[config.mk]
export PLATFORM = sky130hd
export DESIGN_NAME = ioms_intercept_check
export DESIGN_NICKNAME = d
export VERILOG_FILES = /design/src/rtl/ioms_pkg.sv /design/src/rtl/ioms_intercept_check.sv
export SDC_FILE = /design/constraint.sdc
export NUM_CORES = 1
export LEC_CHECK = 0
export BUFFER_PORTS_ARGS = -buffer_cell sky130_fd_sc_hd__buf_2
export CAP_MARGIN = 20
export CORE_MARGIN = 1
export CORE_UTILIZATION = 43
export DETAILED_ROUTE_END_ITERATION = 10
export GPL_TIMING_DRIVEN = 0
export MAX_ROUTING_LAYER = met4
export PLACE_DENSITY = 0.77
export SLEW_MARGIN = 25
export SYNTH_ARGS = -nofsm -noshare
export SYNTH_HDL_FRONTEND = slang
export SYNTH_SLANG_ARGS = --single-unit
[constraint.sdc]
create_clock -name clk -period 4.7 [get_ports clk]
set_clock_uncertainty 0.15 [all_clocks]
set_input_delay 0.94 -clock clk [delete_from_list [all_inputs] [get_ports clk]]
set_output_delay 0.94 -clock clk [all_outputs]
set_load 0.005 [all_outputs]
[src/rtl/ioms_pkg.sv]
// Constants, state codes and layouts of the port and register intercept checker.
// Assumes one core clock, a synchronous reset and an AXI4-Lite master for status.
// Summary of operation
// - Port map: 12 KB, 64K+3 meaningful bits
// - Port map base latched at entry, 4K aligned
// - Map end beyond physical limit: invalid exit
// - Port bit n set intercepts port n
// - Port map used only when enabled
// - Multi-byte access: any set bit intercepts
// - Mode, privilege, task-map faults precede check
// - Qualifier holds port, segment, zero bits 15-13
// - Qualifier flags address and operand size
// - Qualifier flags repeat, string; bit 1 zero
// - Qualifier bit 0: 1 input, 0 output
// - Second qualifier holds next instruction pointer
// - Register map: four 2 KB sub-maps, 8 KB
// - Three register ranges map to byte offsets
// - Lower bit read, higher bit write intercept
// - Unmapped register intercepted when enabled
// - Register intercept disabled: never intercept
// - Common faults, then map check, then specific
// - Register qualifier: 0 read, 1 write
// - Register map base latched at entry, 4K aligned
package ioms_pkg;
   localparam int PA_W = 64;
   localparam logic [PA_W-1:0] PAGE_MASK = 64'hffff_ffff_ffff_f000;
   localparam logic [PA_W-1:0] PORT_MAP_LAST = 64'h0000_0000_0000_2fff;
   localparam logic [PA_W-1:0] REG_MAP_LAST = 64'h0000_0000_0000_1fff;
   localparam logic [6:0] PA_BITS_RESET = 7'h30;
   localparam logic [15:0] EXIT_PORT = 16'h007b;
   localparam logic [15:0] EXIT_REG = 16'h007c;
   localparam logic [15:0] EXIT_INVALID = 16'hffff;
   localparam logic [12:0] REG_OFF_LOW = 13'h0000;
   localparam logic [12:0] REG_OFF_HI0 = 13'h0800;
   localparam logic [12:0] REG_OFF_HI1 = 13'h1000;
   localparam logic [18:0] REG_RANGE_LOW = 19'h00000;
   localparam logic [18:0] REG_RANGE_HI0 = 19'h60000;
   localparam logic [18:0] REG_RANGE_HI1 = 19'h60008;
   localparam logic [7:0] ADDR_QUAL1 = 8'h00;
   localparam logic [7:0] ADDR_QUAL2_LO = 8'h04;
   localparam logic [7:0] ADDR_QUAL2_HI = 8'h08;
   localparam logic [7:0] ADDR_STATUS = 8'h0c;
   localparam logic [7:0] ADDR_PA_BITS = 8'h10;
   localparam logic [1:0] RESP_OKAY = 2'h0;
   localparam logic [1:0] RESP_SLVERR = 2'h2;
   typedef enum logic [2:0]
   {
      ST_IDLE = 3'h0,
      ST_FETCH = 3'h1,
      ST_WAIT = 3'h2,
      ST_DECIDE = 3'h3,
      ST_DONE = 3'h4
   } ioms_state_t;
endpackage

[src/rtl/ioms_intercept_check.sv]
// Port I/O and register access intercept checker with AXI4-Lite status view.
// Assumes a byte-wide memory read port that answers each request once.
`timescale 1ns/1ns
module ioms_intercept_check
   import ioms_pkg::*;
(
   // Clock and reset
   input wire logic clk,
   input wire logic sys_rst,
   // Guest entry
   input wire logic entryStart,
   input wire logic [63:0] portBitmapBaseAddress,
   input wire logic [63:0] registerBitmapBaseAddress,
   input wire logic portIoInterceptEnable,
   input wire logic registerInterceptEnable,
   output logic entryDone,
   output logic entryInvalid,
   // Instruction check request
   input wire logic reqValid,
   input wire logic reqIsReg,
   input wire logic [15:0] reqPort,
   input wire logic [2:0] reqOperandSize,
   input wire logic [2:0] reqAddrSize,
   input wire logic [2:0] reqSegment,
   input wire logic reqRepeat,
   input wire logic reqString,
   input wire logic reqIsInput,
   input wire logic [63:0] reqNextRip,
   input wire logic [31:0] reqRegNum,
   input wire logic reqRegWrite,
   input wire logic reqPreFault,
   input wire logic reqPostFault,
   output logic reqReady,
   // Instruction check answer
   output logic respValid,
   output logic respFault,
   output logic respExit,
   output logic respExecute,
   output logic [15:0] exitCode,
   output logic [31:0] exitQualifierOne,
   output logic [63:0] exitQualifierTwo,
   // Permission map reads
   output logic memReqValid,
   output logic [63:0] memAddr,
   input wire logic memReqReady,
   input wire logic memRespValid,
   input wire logic [7:0] memData,
   // AXI4-Lite slave
   input wire logic [7:0] s_axi_awaddr,
   input wire logic s_axi_awvalid,
   output logic s_axi_awready,
   input wire logic [31:0] s_axi_wdata,
   input wire logic [3:0] s_axi_wstrb,
   input wire logic s_axi_wvalid,
   output logic s_axi_wready,
   output logic [1:0] s_axi_bresp,
   output logic s_axi_bvalid,
   input wire logic s_axi_bready,
   input wire logic [7:0] s_axi_araddr,
   input wire logic s_axi_arvalid,
   output logic s_axi_arready,
   output logic [31:0] s_axi_rdata,
   output logic [1:0] s_axi_rresp,
   output logic s_axi_rvalid,
   input wire logic s_axi_rready
);

   typedef struct packed
   {
      ioms_state_t st;
      logic [63:0] portBase;
      logic [63:0] regBase;
      logic portEn;
      logic regEn;
      logic [6:0] paBits;
      logic entryDone;
      logic entryInvalid;
      logic reqReady;
      logic isReg;
      logic postFault;
      logic second;
      logic hit;
      logic [15:0] bitMask;
      logic [13:0] byteIdx;
      logic [31:0] qual1;
      logic [63:0] qual2;
      logic respValid;
      logic respFault;
      logic respExit;
      logic respExecute;
      logic [15:0] exitCode;
      logic [31:0] qualOne;
      logic [63:0] qualTwo;
      logic memReqValid;
      logic [63:0] memAddr;
      logic awHeld;
      logic [7:0] awAddr;
      logic wHeld;
      logic [31:0] wData;
      logic [3:0] wStrb;
      logic awready;
      logic wready;
      logic bvalid;
      logic [1:0] bresp;
      logic arready;
      logic rvalid;
      logic [31:0] rdata;
      logic [1:0] rresp;
      logic lastInvalid;
   } ioms_regs_t;

   ioms_regs_t r;
   ioms_regs_t next_r;

   // ****************************************************************
   // Helpers
   // ****************************************************************
   // Map end at or above 2**paBits is illegal
   function automatic logic beyondLimit(input logic [63:0] base, input logic [63:0] last, input logic [6:0] bits);
      logic [64:0] endAddr;
      logic [64:0] limit;
      endAddr = {1'b0, base & PAGE_MASK} + {1'b0, last};
      limit = 65'h1 << bits;
      return endAddr >= limit;
   endfunction

   // Register number to map byte; mapped low when unmapped
   function automatic logic [13:0] regByte(input logic [31:0] num, output logic mapped);
      logic [12:0] off;
      off = REG_OFF_LOW;
      mapped = 1'b1;
      if (num[31:13] == REG_RANGE_LOW)
         off = REG_OFF_LOW;
      else if (num[31:13] == REG_RANGE_HI0)
         off = REG_OFF_HI0;
      else if (num[31:13] == REG_RANGE_HI1)
         off = REG_OFF_HI1;
      else
         mapped = 1'b0;
      return {1'b0, off + {2'h0, num[12:2]}};
   endfunction

   // Read data for a register offset; err high when unmapped
   function automatic logic [31:0] readReg(input ioms_regs_t s, input logic [7:0] a, output logic err);
      err = 1'b0;
      unique case (a)
         ADDR_QUAL1: return s.qual1;
         ADDR_QUAL2_LO: return s.qual2[31:0];
         ADDR_QUAL2_HI: return s.qual2[63:32];
         ADDR_STATUS: return {16'h0, s.exitCode[15:0]} ^ {31'h0, 1'b0} | {15'h0, s.lastInvalid, 16'h0};
         ADDR_PA_BITS: return {25'h0, s.paBits};
         default:
         begin
            err = 1'b1;
            return 32'h0;
         end
      endcase
   endfunction

   // ****************************************************************
   // Next state
   // ****************************************************************
   always_comb
   begin
      logic mapped;
      logic [13:0] rb;
      logic [3:0] nBytes;
      logic [23:0] span;
      logic rdErr;
      logic [31:0] rdVal;
      mapped = 1'b0;
      rb = 14'h0;
      nBytes = 4'h0;
      span = 24'h0;
      rdErr = 1'b0;
      rdVal = 32'h0;
      next_r = r;
      next_r.entryDone = 1'b0;
      next_r.respValid = 1'b0;

      // Guest entry loads map bases and enables
      if (entryStart)
      begin
         next_r.portBase = portBitmapBaseAddress & PAGE_MASK;
         next_r.regBase = registerBitmapBaseAddress & PAGE_MASK;
         next_r.portEn = portIoInterceptEnable;
         next_r.regEn = registerInterceptEnable;
         next_r.entryDone = 1'b1;
         next_r.entryInvalid = beyondLimit(portBitmapBaseAddress, PORT_MAP_LAST, r.paBits)
            | beyondLimit(registerBitmapBaseAddress, REG_MAP_LAST, r.paBits);
         next_r.lastInvalid = next_r.entryInvalid;
         if (next_r.entryInvalid)
            next_r.exitCode = EXIT_INVALID;
      end

      unique case (r.st)
         ST_IDLE:
         begin
            if (reqValid && r.reqReady && !entryStart)
            begin
               next_r.reqReady = 1'b0;
               next_r.isReg = reqIsReg;
               next_r.postFault = reqPostFault;
               next_r.hit = 1'b0;
               next_r.second = 1'b0;
               next_r.qualTwo = 64'h0;
               if (reqPreFault)
               begin
                  next_r.respFault = 1'b1;
                  next_r.st = ST_DONE;
               end
               else if (reqIsReg)
               begin
                  rb = regByte(reqRegNum, mapped);
                  next_r.qualOne = {31'h0, reqRegWrite};
                  next_r.byteIdx = rb;
                  next_r.bitMask = 16'h1 << {reqRegNum[1:0], reqRegWrite};
                  if (!r.regEn)
                     next_r.st = ST_DECIDE;
                  else if (!mapped)
                  begin
                     next_r.hit = 1'b1;
                     next_r.st = ST_DECIDE;
                  end
                  else
                     next_r.st = ST_FETCH;
               end
               else
               begin
                  nBytes = {1'b0, reqOperandSize[2], reqOperandSize[1], reqOperandSize[0]};
                  span = (24'h1 << nBytes) - 24'h1;
                  next_r.bitMask = span[15:0] << reqPort[2:0];
                  next_r.byteIdx = {1'b0, reqPort[15:3]};
                  next_r.qualOne = {reqPort, 3'h0, reqSegment, reqAddrSize, reqOperandSize,
                     reqRepeat, reqString, 1'b0, reqIsInput};
                  next_r.qualTwo = reqNextRip;
                  next_r.st = r.portEn ? ST_FETCH : ST_DECIDE;
               end
            end
         end
         ST_FETCH:
         begin
            next_r.memReqValid = 1'b1;
            next_r.memAddr = (r.isReg ? r.regBase : r.portBase) + {50'h0, r.byteIdx};
            if (r.memReqValid && memReqReady)
            begin
               next_r.memReqValid = 1'b0;
               next_r.st = ST_WAIT;
            end
         end
         ST_WAIT:
         begin
            if (memRespValid)
            begin
               if (r.second)
                  next_r.hit = r.hit | |(memData & r.bitMask[15:8]);
               else
                  next_r.hit = |(memData & r.bitMask[7:0]);
               if (!r.second && !r.isReg && |r.bitMask[15:8])
               begin
                  next_r.second = 1'b1;
                  next_r.byteIdx = r.byteIdx + 14'h1;
                  next_r.st = ST_FETCH;
               end
               else
                  next_r.st = ST_DECIDE;
            end
         end
         ST_DECIDE:
         begin
            if (r.hit)
            begin
               next_r.respExit = 1'b1;
               next_r.exitCode = r.isReg ? EXIT_REG : EXIT_PORT;
               next_r.qual1 = r.qualOne;
               next_r.qual2 = r.qualTwo;
               next_r.lastInvalid = 1'b0;
            end
            else if (r.postFault)
               next_r.respFault = 1'b1;
            else
               next_r.respExecute = 1'b1;
            next_r.st = ST_DONE;
         end
         ST_DONE:
         begin
            next_r.respValid = 1'b1;
            next_r.st = ST_IDLE;
         end
         default:
            next_r.st = ST_IDLE;
      endcase
      if (r.respValid)
      begin
         next_r.respFault = 1'b0;
         next_r.respExit = 1'b0;
         next_r.respExecute = 1'b0;
         next_r.reqReady = 1'b1;
      end

      // AXI4-Lite write: address and data in either order
      if (s_axi_awvalid && r.awready)
      begin
         next_r.awHeld = 1'b1;
         next_r.awAddr = s_axi_awaddr;
      end
      if (s_axi_wvalid && r.wready)
      begin
         next_r.wHeld = 1'b1;
         next_r.wData = s_axi_wdata;
         next_r.wStrb = s_axi_wstrb;
      end
      if (r.awHeld && r.wHeld && !r.bvalid)
      begin
         next_r.awHeld = 1'b0;
         next_r.wHeld = 1'b0;
         next_r.bvalid = 1'b1;
         next_r.bresp = RESP_SLVERR;
         if (r.awAddr == ADDR_PA_BITS)
         begin
            next_r.bresp = RESP_OKAY;
            if (r.wStrb[0])
               next_r.paBits = r.wData[6:0];
         end
         else if (r.awAddr == ADDR_QUAL1 || r.awAddr == ADDR_QUAL2_LO || r.awAddr == ADDR_QUAL2_HI
            || r.awAddr == ADDR_STATUS)
            next_r.bresp = RESP_OKAY;
      end
      if (r.bvalid && s_axi_bready)
         next_r.bvalid = 1'b0;
      next_r.awready = !next_r.awHeld && !next_r.bvalid;
      next_r.wready = !next_r.wHeld && !next_r.bvalid;

      // AXI4-Lite read
      next_r.arready = !next_r.rvalid;
      if (s_axi_arvalid && r.arready)
      begin
         rdVal = readReg(r, s_axi_araddr, rdErr);
         next_r.rdata = rdVal;
         next_r.rresp = rdErr ? RESP_SLVERR : RESP_OKAY;
         next_r.rvalid = 1'b1;
         next_r.arready = 1'b0;
      end
      else if (r.rvalid && s_axi_rready)
      begin
         next_r.rvalid = 1'b0;
         next_r.arready = 1'b1;
      end

      if (sys_rst)
      begin
         next_r = '0;
         next_r.st = ST_IDLE;
         next_r.paBits = PA_BITS_RESET;
         next_r.reqReady = 1'b1;
         next_r.awready = 1'b1;
         next_r.wready = 1'b1;
         next_r.arready = 1'b1;
      end
   end

   always_ff @(posedge clk)
   begin
      r <= next_r;
   end

   // ****************************************************************
   // Outputs
   // ****************************************************************
   assign entryDone = r.entryDone;
   assign entryInvalid = r.entryInvalid;
   assign reqReady = r.reqReady;
   assign respValid = r.respValid;
   assign respFault = r.respFault;
   assign respExit = r.respExit;
   assign respExecute = r.respExecute;
   assign exitCode = r.exitCode;
   assign exitQualifierOne = r.qual1;
   assign exitQualifierTwo = r.qual2;
   assign memReqValid = r.memReqValid;
   assign memAddr = r.memAddr;
   assign s_axi_awready = r.awready;
   assign s_axi_wready = r.wready;
   assign s_axi_bvalid = r.bvalid;
   assign s_axi_bresp = r.bresp;
   assign s_axi_arready = r.arready;
   assign s_axi_rvalid = r.rvalid;
   assign s_axi_rdata = r.rdata;
   assign s_axi_rresp = r.rresp;
endmodule

Yosys cells after proc, flatten, opt, wreduce, memory -nomap -nowiden
Cells that the tools add are included.
{ "op_classes": {"n_bitwise": 8, "add_sub_neg": 6, "muxes": 71, "shift": 4, "n_reduce_logical": 47, "eq_ne": 22, "n_lt_le_gt_ge": 2} }
{ "ops": {"columns": ["op", "count"], "rows": [
  ["$mux 64", 3],
  ["$pmux 32 s5", 1],
  ["$ge 65x65->1", 2],
  ["$mux 13", 7],
  ["$add 64x13->65 const B", 1],
  ["$add 64x14->65 const B", 1],
  ["$shl 1x7->65 const A", 1],
  ["$add 64x14->64", 1],
  ["$mux 16", 4],
  ["$mux 32", 2],
  ["$eq 19x19->1 const B", 2],
  ["$mux 37", 1],
  ["$eq 8x4->1 const B", 4],
  ["$shl 1x3->16 const A", 2],
  ["$mux 31", 1],
  ["$mux 30", 1],
  ["$mux 14", 2],
  ["$pmux 14 s2", 1],
  ["$mux 1", 26],
  ["$mux 2", 12],
  ["$reduce_or 8->1", 3],
  ["$logic_not 19->1", 1],
  ["$mux 3", 6],
  ["$or 16x17->17", 1],
  ["29 further kinds", 74]
]} }
{ "word_totals": {"output_inout_bits": 225, "input_bits": 329, "elab_cells": 200, "regBits": 518} }

Logic depth before layout (Yosys ltp)
{ "depth": {"depth_word": 14, "mapped_depth": 18, "depth_no_buf": 16} }

Least setup slack after synthesis
No wires, ideal clock.
{ "synth_timing": {"path_kind": "input -> register", "start": "input port registerBitmapBaseAddress[12]", "end": "register r (netlist bit exitCode[12])", "stages": 17, "setup_time_ns": 0.128, "slack_ns": -0.367, "arrival_ns": 4.789, "n_path_buf": 1, "required_time_ns": 4.422, "path_cell_list": "ha_1 > nand3_1 > nor3_1 > nand4_1 > or2_2 > nor2_1 > nand4_1 > xnor2_1 > ha_1 > a21o_1 > a21o_1 > a221oi_1 > and3_1 > nand4_1 > o31ai_2 > clkbuf_1 > a21oi_1"} }
{ "synth_via": {"elab_chain_cells": 7} }
{ "synth_rtl": {"columns": ["element", "line", "rtl"], "rows": [
  ["start: declaration", "ioms_intercept_check.sv:13", "input wire logic [63:0] registerBitmapBaseAddress,"],
  ["$add 64x13->65 *", "ioms_intercept_check.sv:122", "endAddr = {1'b0, base & PAGE_MASK} + {1'b0, last};"],
  ["$ge 65x65->1 *", "ioms_intercept_check.sv:124", "return endAddr >= limit;"],
  ["$or 1x1->1 *", "ioms_intercept_check.sv:190", "| beyondLimit(registerBitmapBaseAddress, REG_MAP_LAST, r.paBits);"],
  ["$mux 16 *", "ioms_intercept_check.sv:192", "if (next_r.entryInvalid)"],
  ["$mux 16 *", "ioms_intercept_check.sv:182", "if (entryStart)"],
  ["$mux 16", "ioms_intercept_check.sv:271", "if (r.hit)"],
  ["$mux 16 *", "ioms_intercept_check.sv:196", "unique case (r.st)"],
  ["end signal: assignment", "ioms_intercept_check.sv:364", "r <= next_r;"],
  ["end: declaration", "ioms_intercept_check.sv:112", "ioms_regs_t r;"]
]} }
Every way passes the cells marked *; elsewhere a longest branch is shown, timed or not.
A chain may end at the register's enable or synchronous reset.

Worst setup path after layout
{ "layout_timing": {"start": "input port portBitmapBaseAddress[30]", "end": "register r (netlist bit exitCode[2])"} }
{ "layout_via": {"elab_chain_cells": 7} }
{ "layout_rtl": {"columns": ["element", "line", "rtl"], "rows": [
  ["start: declaration", "ioms_intercept_check.sv:12", "input wire logic [63:0] portBitmapBaseAddress,"],
  ["$add 64x14->65 *", "ioms_intercept_check.sv:122", null],
  ["$ge 65x65->1 *", "ioms_intercept_check.sv:124", null],
  ["$or 1x1->1 *", "ioms_intercept_check.sv:190", null],
  ["$mux 16 *", "ioms_intercept_check.sv:192", null],
  ["$mux 16 *", "ioms_intercept_check.sv:182", null],
  ["$mux 16", "ioms_intercept_check.sv:271", null],
  ["$mux 16 *", "ioms_intercept_check.sv:196", null]
]} }
Marks and branches as above.

==> flow_summary.ini <==
[outcome]
run_status = complete, no violations

[yosys]
synth_top_cell_by_area = dfxtp_1
yosysSeqAreaShare = 0.3651
ys_types = 90
ys_top_cells_by_area = dfxtp_1, nand2_1, mux2i_1, buf_4, a21oi_1
yosys.area_share.adder = 0.05439
synth-simple-area-share = 0.2191
synth-seq-cells = 480
synth_warnings = 0
async_flop_share = 0
syn_area_per_cell_um2 = 8.173
synth_area_um2 = 26320
synth_top_family_by_area = simple AND/OR/NAND/NOR gates
synth.mux.area_fraction = 0.08268
ys.flop_type = dfxtp_1
synthXorXnorAreaFrac = 0.04094
synth_top_area_frac = 0.3651
synth_compound_area_frac = 0.1415
synth_edf_count = 0
netlist_instances = 3220

[cts]
clock-sinks = 480
numCtsBuffers = 51
cts_buffer_depth = 3
htree_levels = 2
postCtsHoldBufs = 0
cts_tree = done
clk_latency_ns = 0.62
cts.clk_slew.worst_paths_ns = 0.07
cts_root_buffer = clkbuf_16

[place]
portBuffers = 487
routabilityCongestion = 1.016
post-place-ws_ns = -1.765
hpwl_um = 81120

[setup_path]
critPathLaunch = portBitmapBaseAddress[30]
path_cells = buf_2, and4_1, nand4_1, nor4_4, nand2_2, nor2_1, nand4_1, xnor2_1, ha_1, nand4_1, nor4_4, nand2_1, a311oi_4, o31ai_4, buf_4, buf_4, a211oi_1
cp_max_fo = 6
cp_slowest_cell = a311oi_4
rr_worst_depth = 12
r2r_start = r[404]
worstSetupPathType = in2reg
slowest_delay_ns = 0.43
crit_arrival_ns = 4.95
start_kind = input pin
critPathBufInv = 3
r2r_setup_slack_ns = 0.15
cp_top_family = simple AND/OR/NAND/NOR gates
crit_path_end_kind = register
crit_top_cell = nand4_1
r2r-end = exitCode[2]
worstPathRequired_ns = 5.06

[routing]
drc = 0
wl_per_cell_um = 22.13
drt_first_pass_iters = 6
via_per_inst = 5.670
vias = 26145
routed_wl_um = 102000
ant_nets = 0
drtIter0Drc = 2789

[power_and_ir_drop]
swShare = 0.2710
p_per_area_nw_per_um2 = 309.4
sequentialPowerShare = 0.435
power_frac_clock = 0.436
p_leak_nw = 13.41
p_comb_frac = 0.129
peakVddDrop_uv = 321.7
switchingPower_mw = 2.681
p_int_mw = 7.212

[layout]
nets = 4220
drive_above_1_share = 0.2397
final_common_cell = nand2_1
fillers = 5823
mostFrequentLayoutCells = nand2_1, buf_2, dfxtp_1
syn2layout_area_growth_pct = 21.48

[floorplanning]
die_area_um2 = 62200
core_um2 = 60360
die_y_um = 249.4
fp.dieW_um = 249.4
io-pin-count = 554
start_util = 0.4360
floorplan.rows = 90

[sta]
fin_ws_ns = 0.1058
whs_ns = 0.2890
hold_violations = 0
drv_slew = 0
final-setup-viol-count = 0
slew_headroom = 0.2781
tightest_slew_ns = 1.083
final.period_utilization = 0.9775
fmax_ghz = 0.2177
period_minus_slack_ns = 4.594

[worst_hold_path]
min_from = r[222]
hold_path_depth = 2
hold_class = reg2reg
whs_endpoint = exitQualifierOne[5]

[grt]
grt_pass1_vias = 23506
grt.overflow.total = 0
grt_pass1_wl_um = 147100
antenna_found_initial = 10
grt_use_total = 0.3216
grt_max_degree = 20

[job]
drv_cap = 0
## registers in the layout, indices dropped and copies added (netlist names), 16 cells and up
register          count
exitCode             16
exitQualifierOne     28
exitQualifierTwo     64
memAddr              64
r                   261
s_axi_rdata          32
## metrics by stage
step                cells  power (mW)    util    TNS, ns  cell area (µm²)
global placement     4494       5.612  0.4933     -36.43            29770
detailed placement   4494       5.627  0.4933     -39.52            29770
floorplan            3225       5.075       -          0            26360
finish               4611       9.892  0.5297          0            31970
CTS                  4588       9.892  0.5258  -0.003871            31740
global route         4607       10.20  0.5295   -0.02415            31960
## layout make-up
class                           instances  area, µm²  share of cell area
Clock inverter                         24      342.8             0.01072
Inverter                               38      142.6            0.004462
Timing Repair Buffer                  504       2567             0.08031
Sequential cell                       480       9613              0.3007
Antenna cell                           12      30.03           0.0009393
Multi-Input combinational cell       2302      14440              0.4517
Clock buffer                           68       1460             0.04567
Buffer                                401       2394             0.07487
Tap cell                              782      978.4             0.03061
## power by group through the flow
stage / clock network [mW] / registers (mW) / logic [mW]
after CTS: 4.34 / 4.30 / 1.25
final: 4.31 / 4.30 / 1.28
after detailed placement: 0 / 4.39 / 1.24
after floorplan: 0 / 4.35 / 0.722
after global routing: 4.51 / 4.31 / 1.37
after global placement: 0 / 4.38 / 1.23
## synthesized netlist by cell type, drive strengths merged, types with 6 or more instances
library cell,count
nor3b,11
and3,30
ha,112
and2,21
a31oi,15
a222oi,8
a22oi,81
nor4,17
a32oi,7
nand3,161
mux4,7
a211oi,21
nor4b,6
nand4,56
mux2,21
and4,21
nor2,295
nor3,47
inv,38
a22o,7
buf,240
nor2b,20
mux2i,178
o22ai,7
xor2,37
nand2b,10
o31ai,9
or3,13
xnor2,86
or2,6
a21o,9
clkbuf,165
a21oi,301
o211ai,6
a221oi,6
o21ai,77
nand2,505
nand3b,17
and3b,6
dfxtp,480
## worst register-to-register path: stages (launching register included)
cell and delay [ns]:
dfxtp_1 0.78, clkbuf_1 0.63, nand3_1 0.35, ha_1 0.41
nand2_1 0.08, nor3_1 0.32, o31ai_1 0.16, a2111o_1 0.50
a311oi_4 0.40, o31ai_4 0.12, buf_4 0.20, buf_4 0.16
a211oi_1 0.20
## worst max-delay path by stage
stage	to	slack, ns	cells after the start
6_report	exitCode[2]	0.11	17
5_1_grt	exitCode[2]	-0.02	20
4_1_cts	exitCode[5]	-0.004	17
3_5_place_dp	exitCode[12]	-1.76	17
3_3_place_gp	exitCode[13]	-1.64	17
2_1_floorplan	exitCode[3]	0.02	17
## cells by family (layout without fill, tap and decap cells)
kind of cell	after synthesis	after routing
mux	206	206
xor+xnor	123	123
compound gates	605	605
fa+ha+maj	114	114
other cells	1	18
buf+inv	443	1035
simple gates	1248	1248
flops	480	480
## routing by layer
layer	GRT usage	wire length (µm)	vias up
li1	-	-	12225
met1	0.4250	43580	12460
met2	0.5018	46190	1256
met3	0.04495	8640	204
met4	0.1118	3613	0
met5	-	0	-
## what timing repair did
action	CTS	global route
pin swaps	6	18
endpoints found under the setup margin	56	23
setup buffers	5	12
resized for setup	24	32
(Power assumes the default switching activity.)
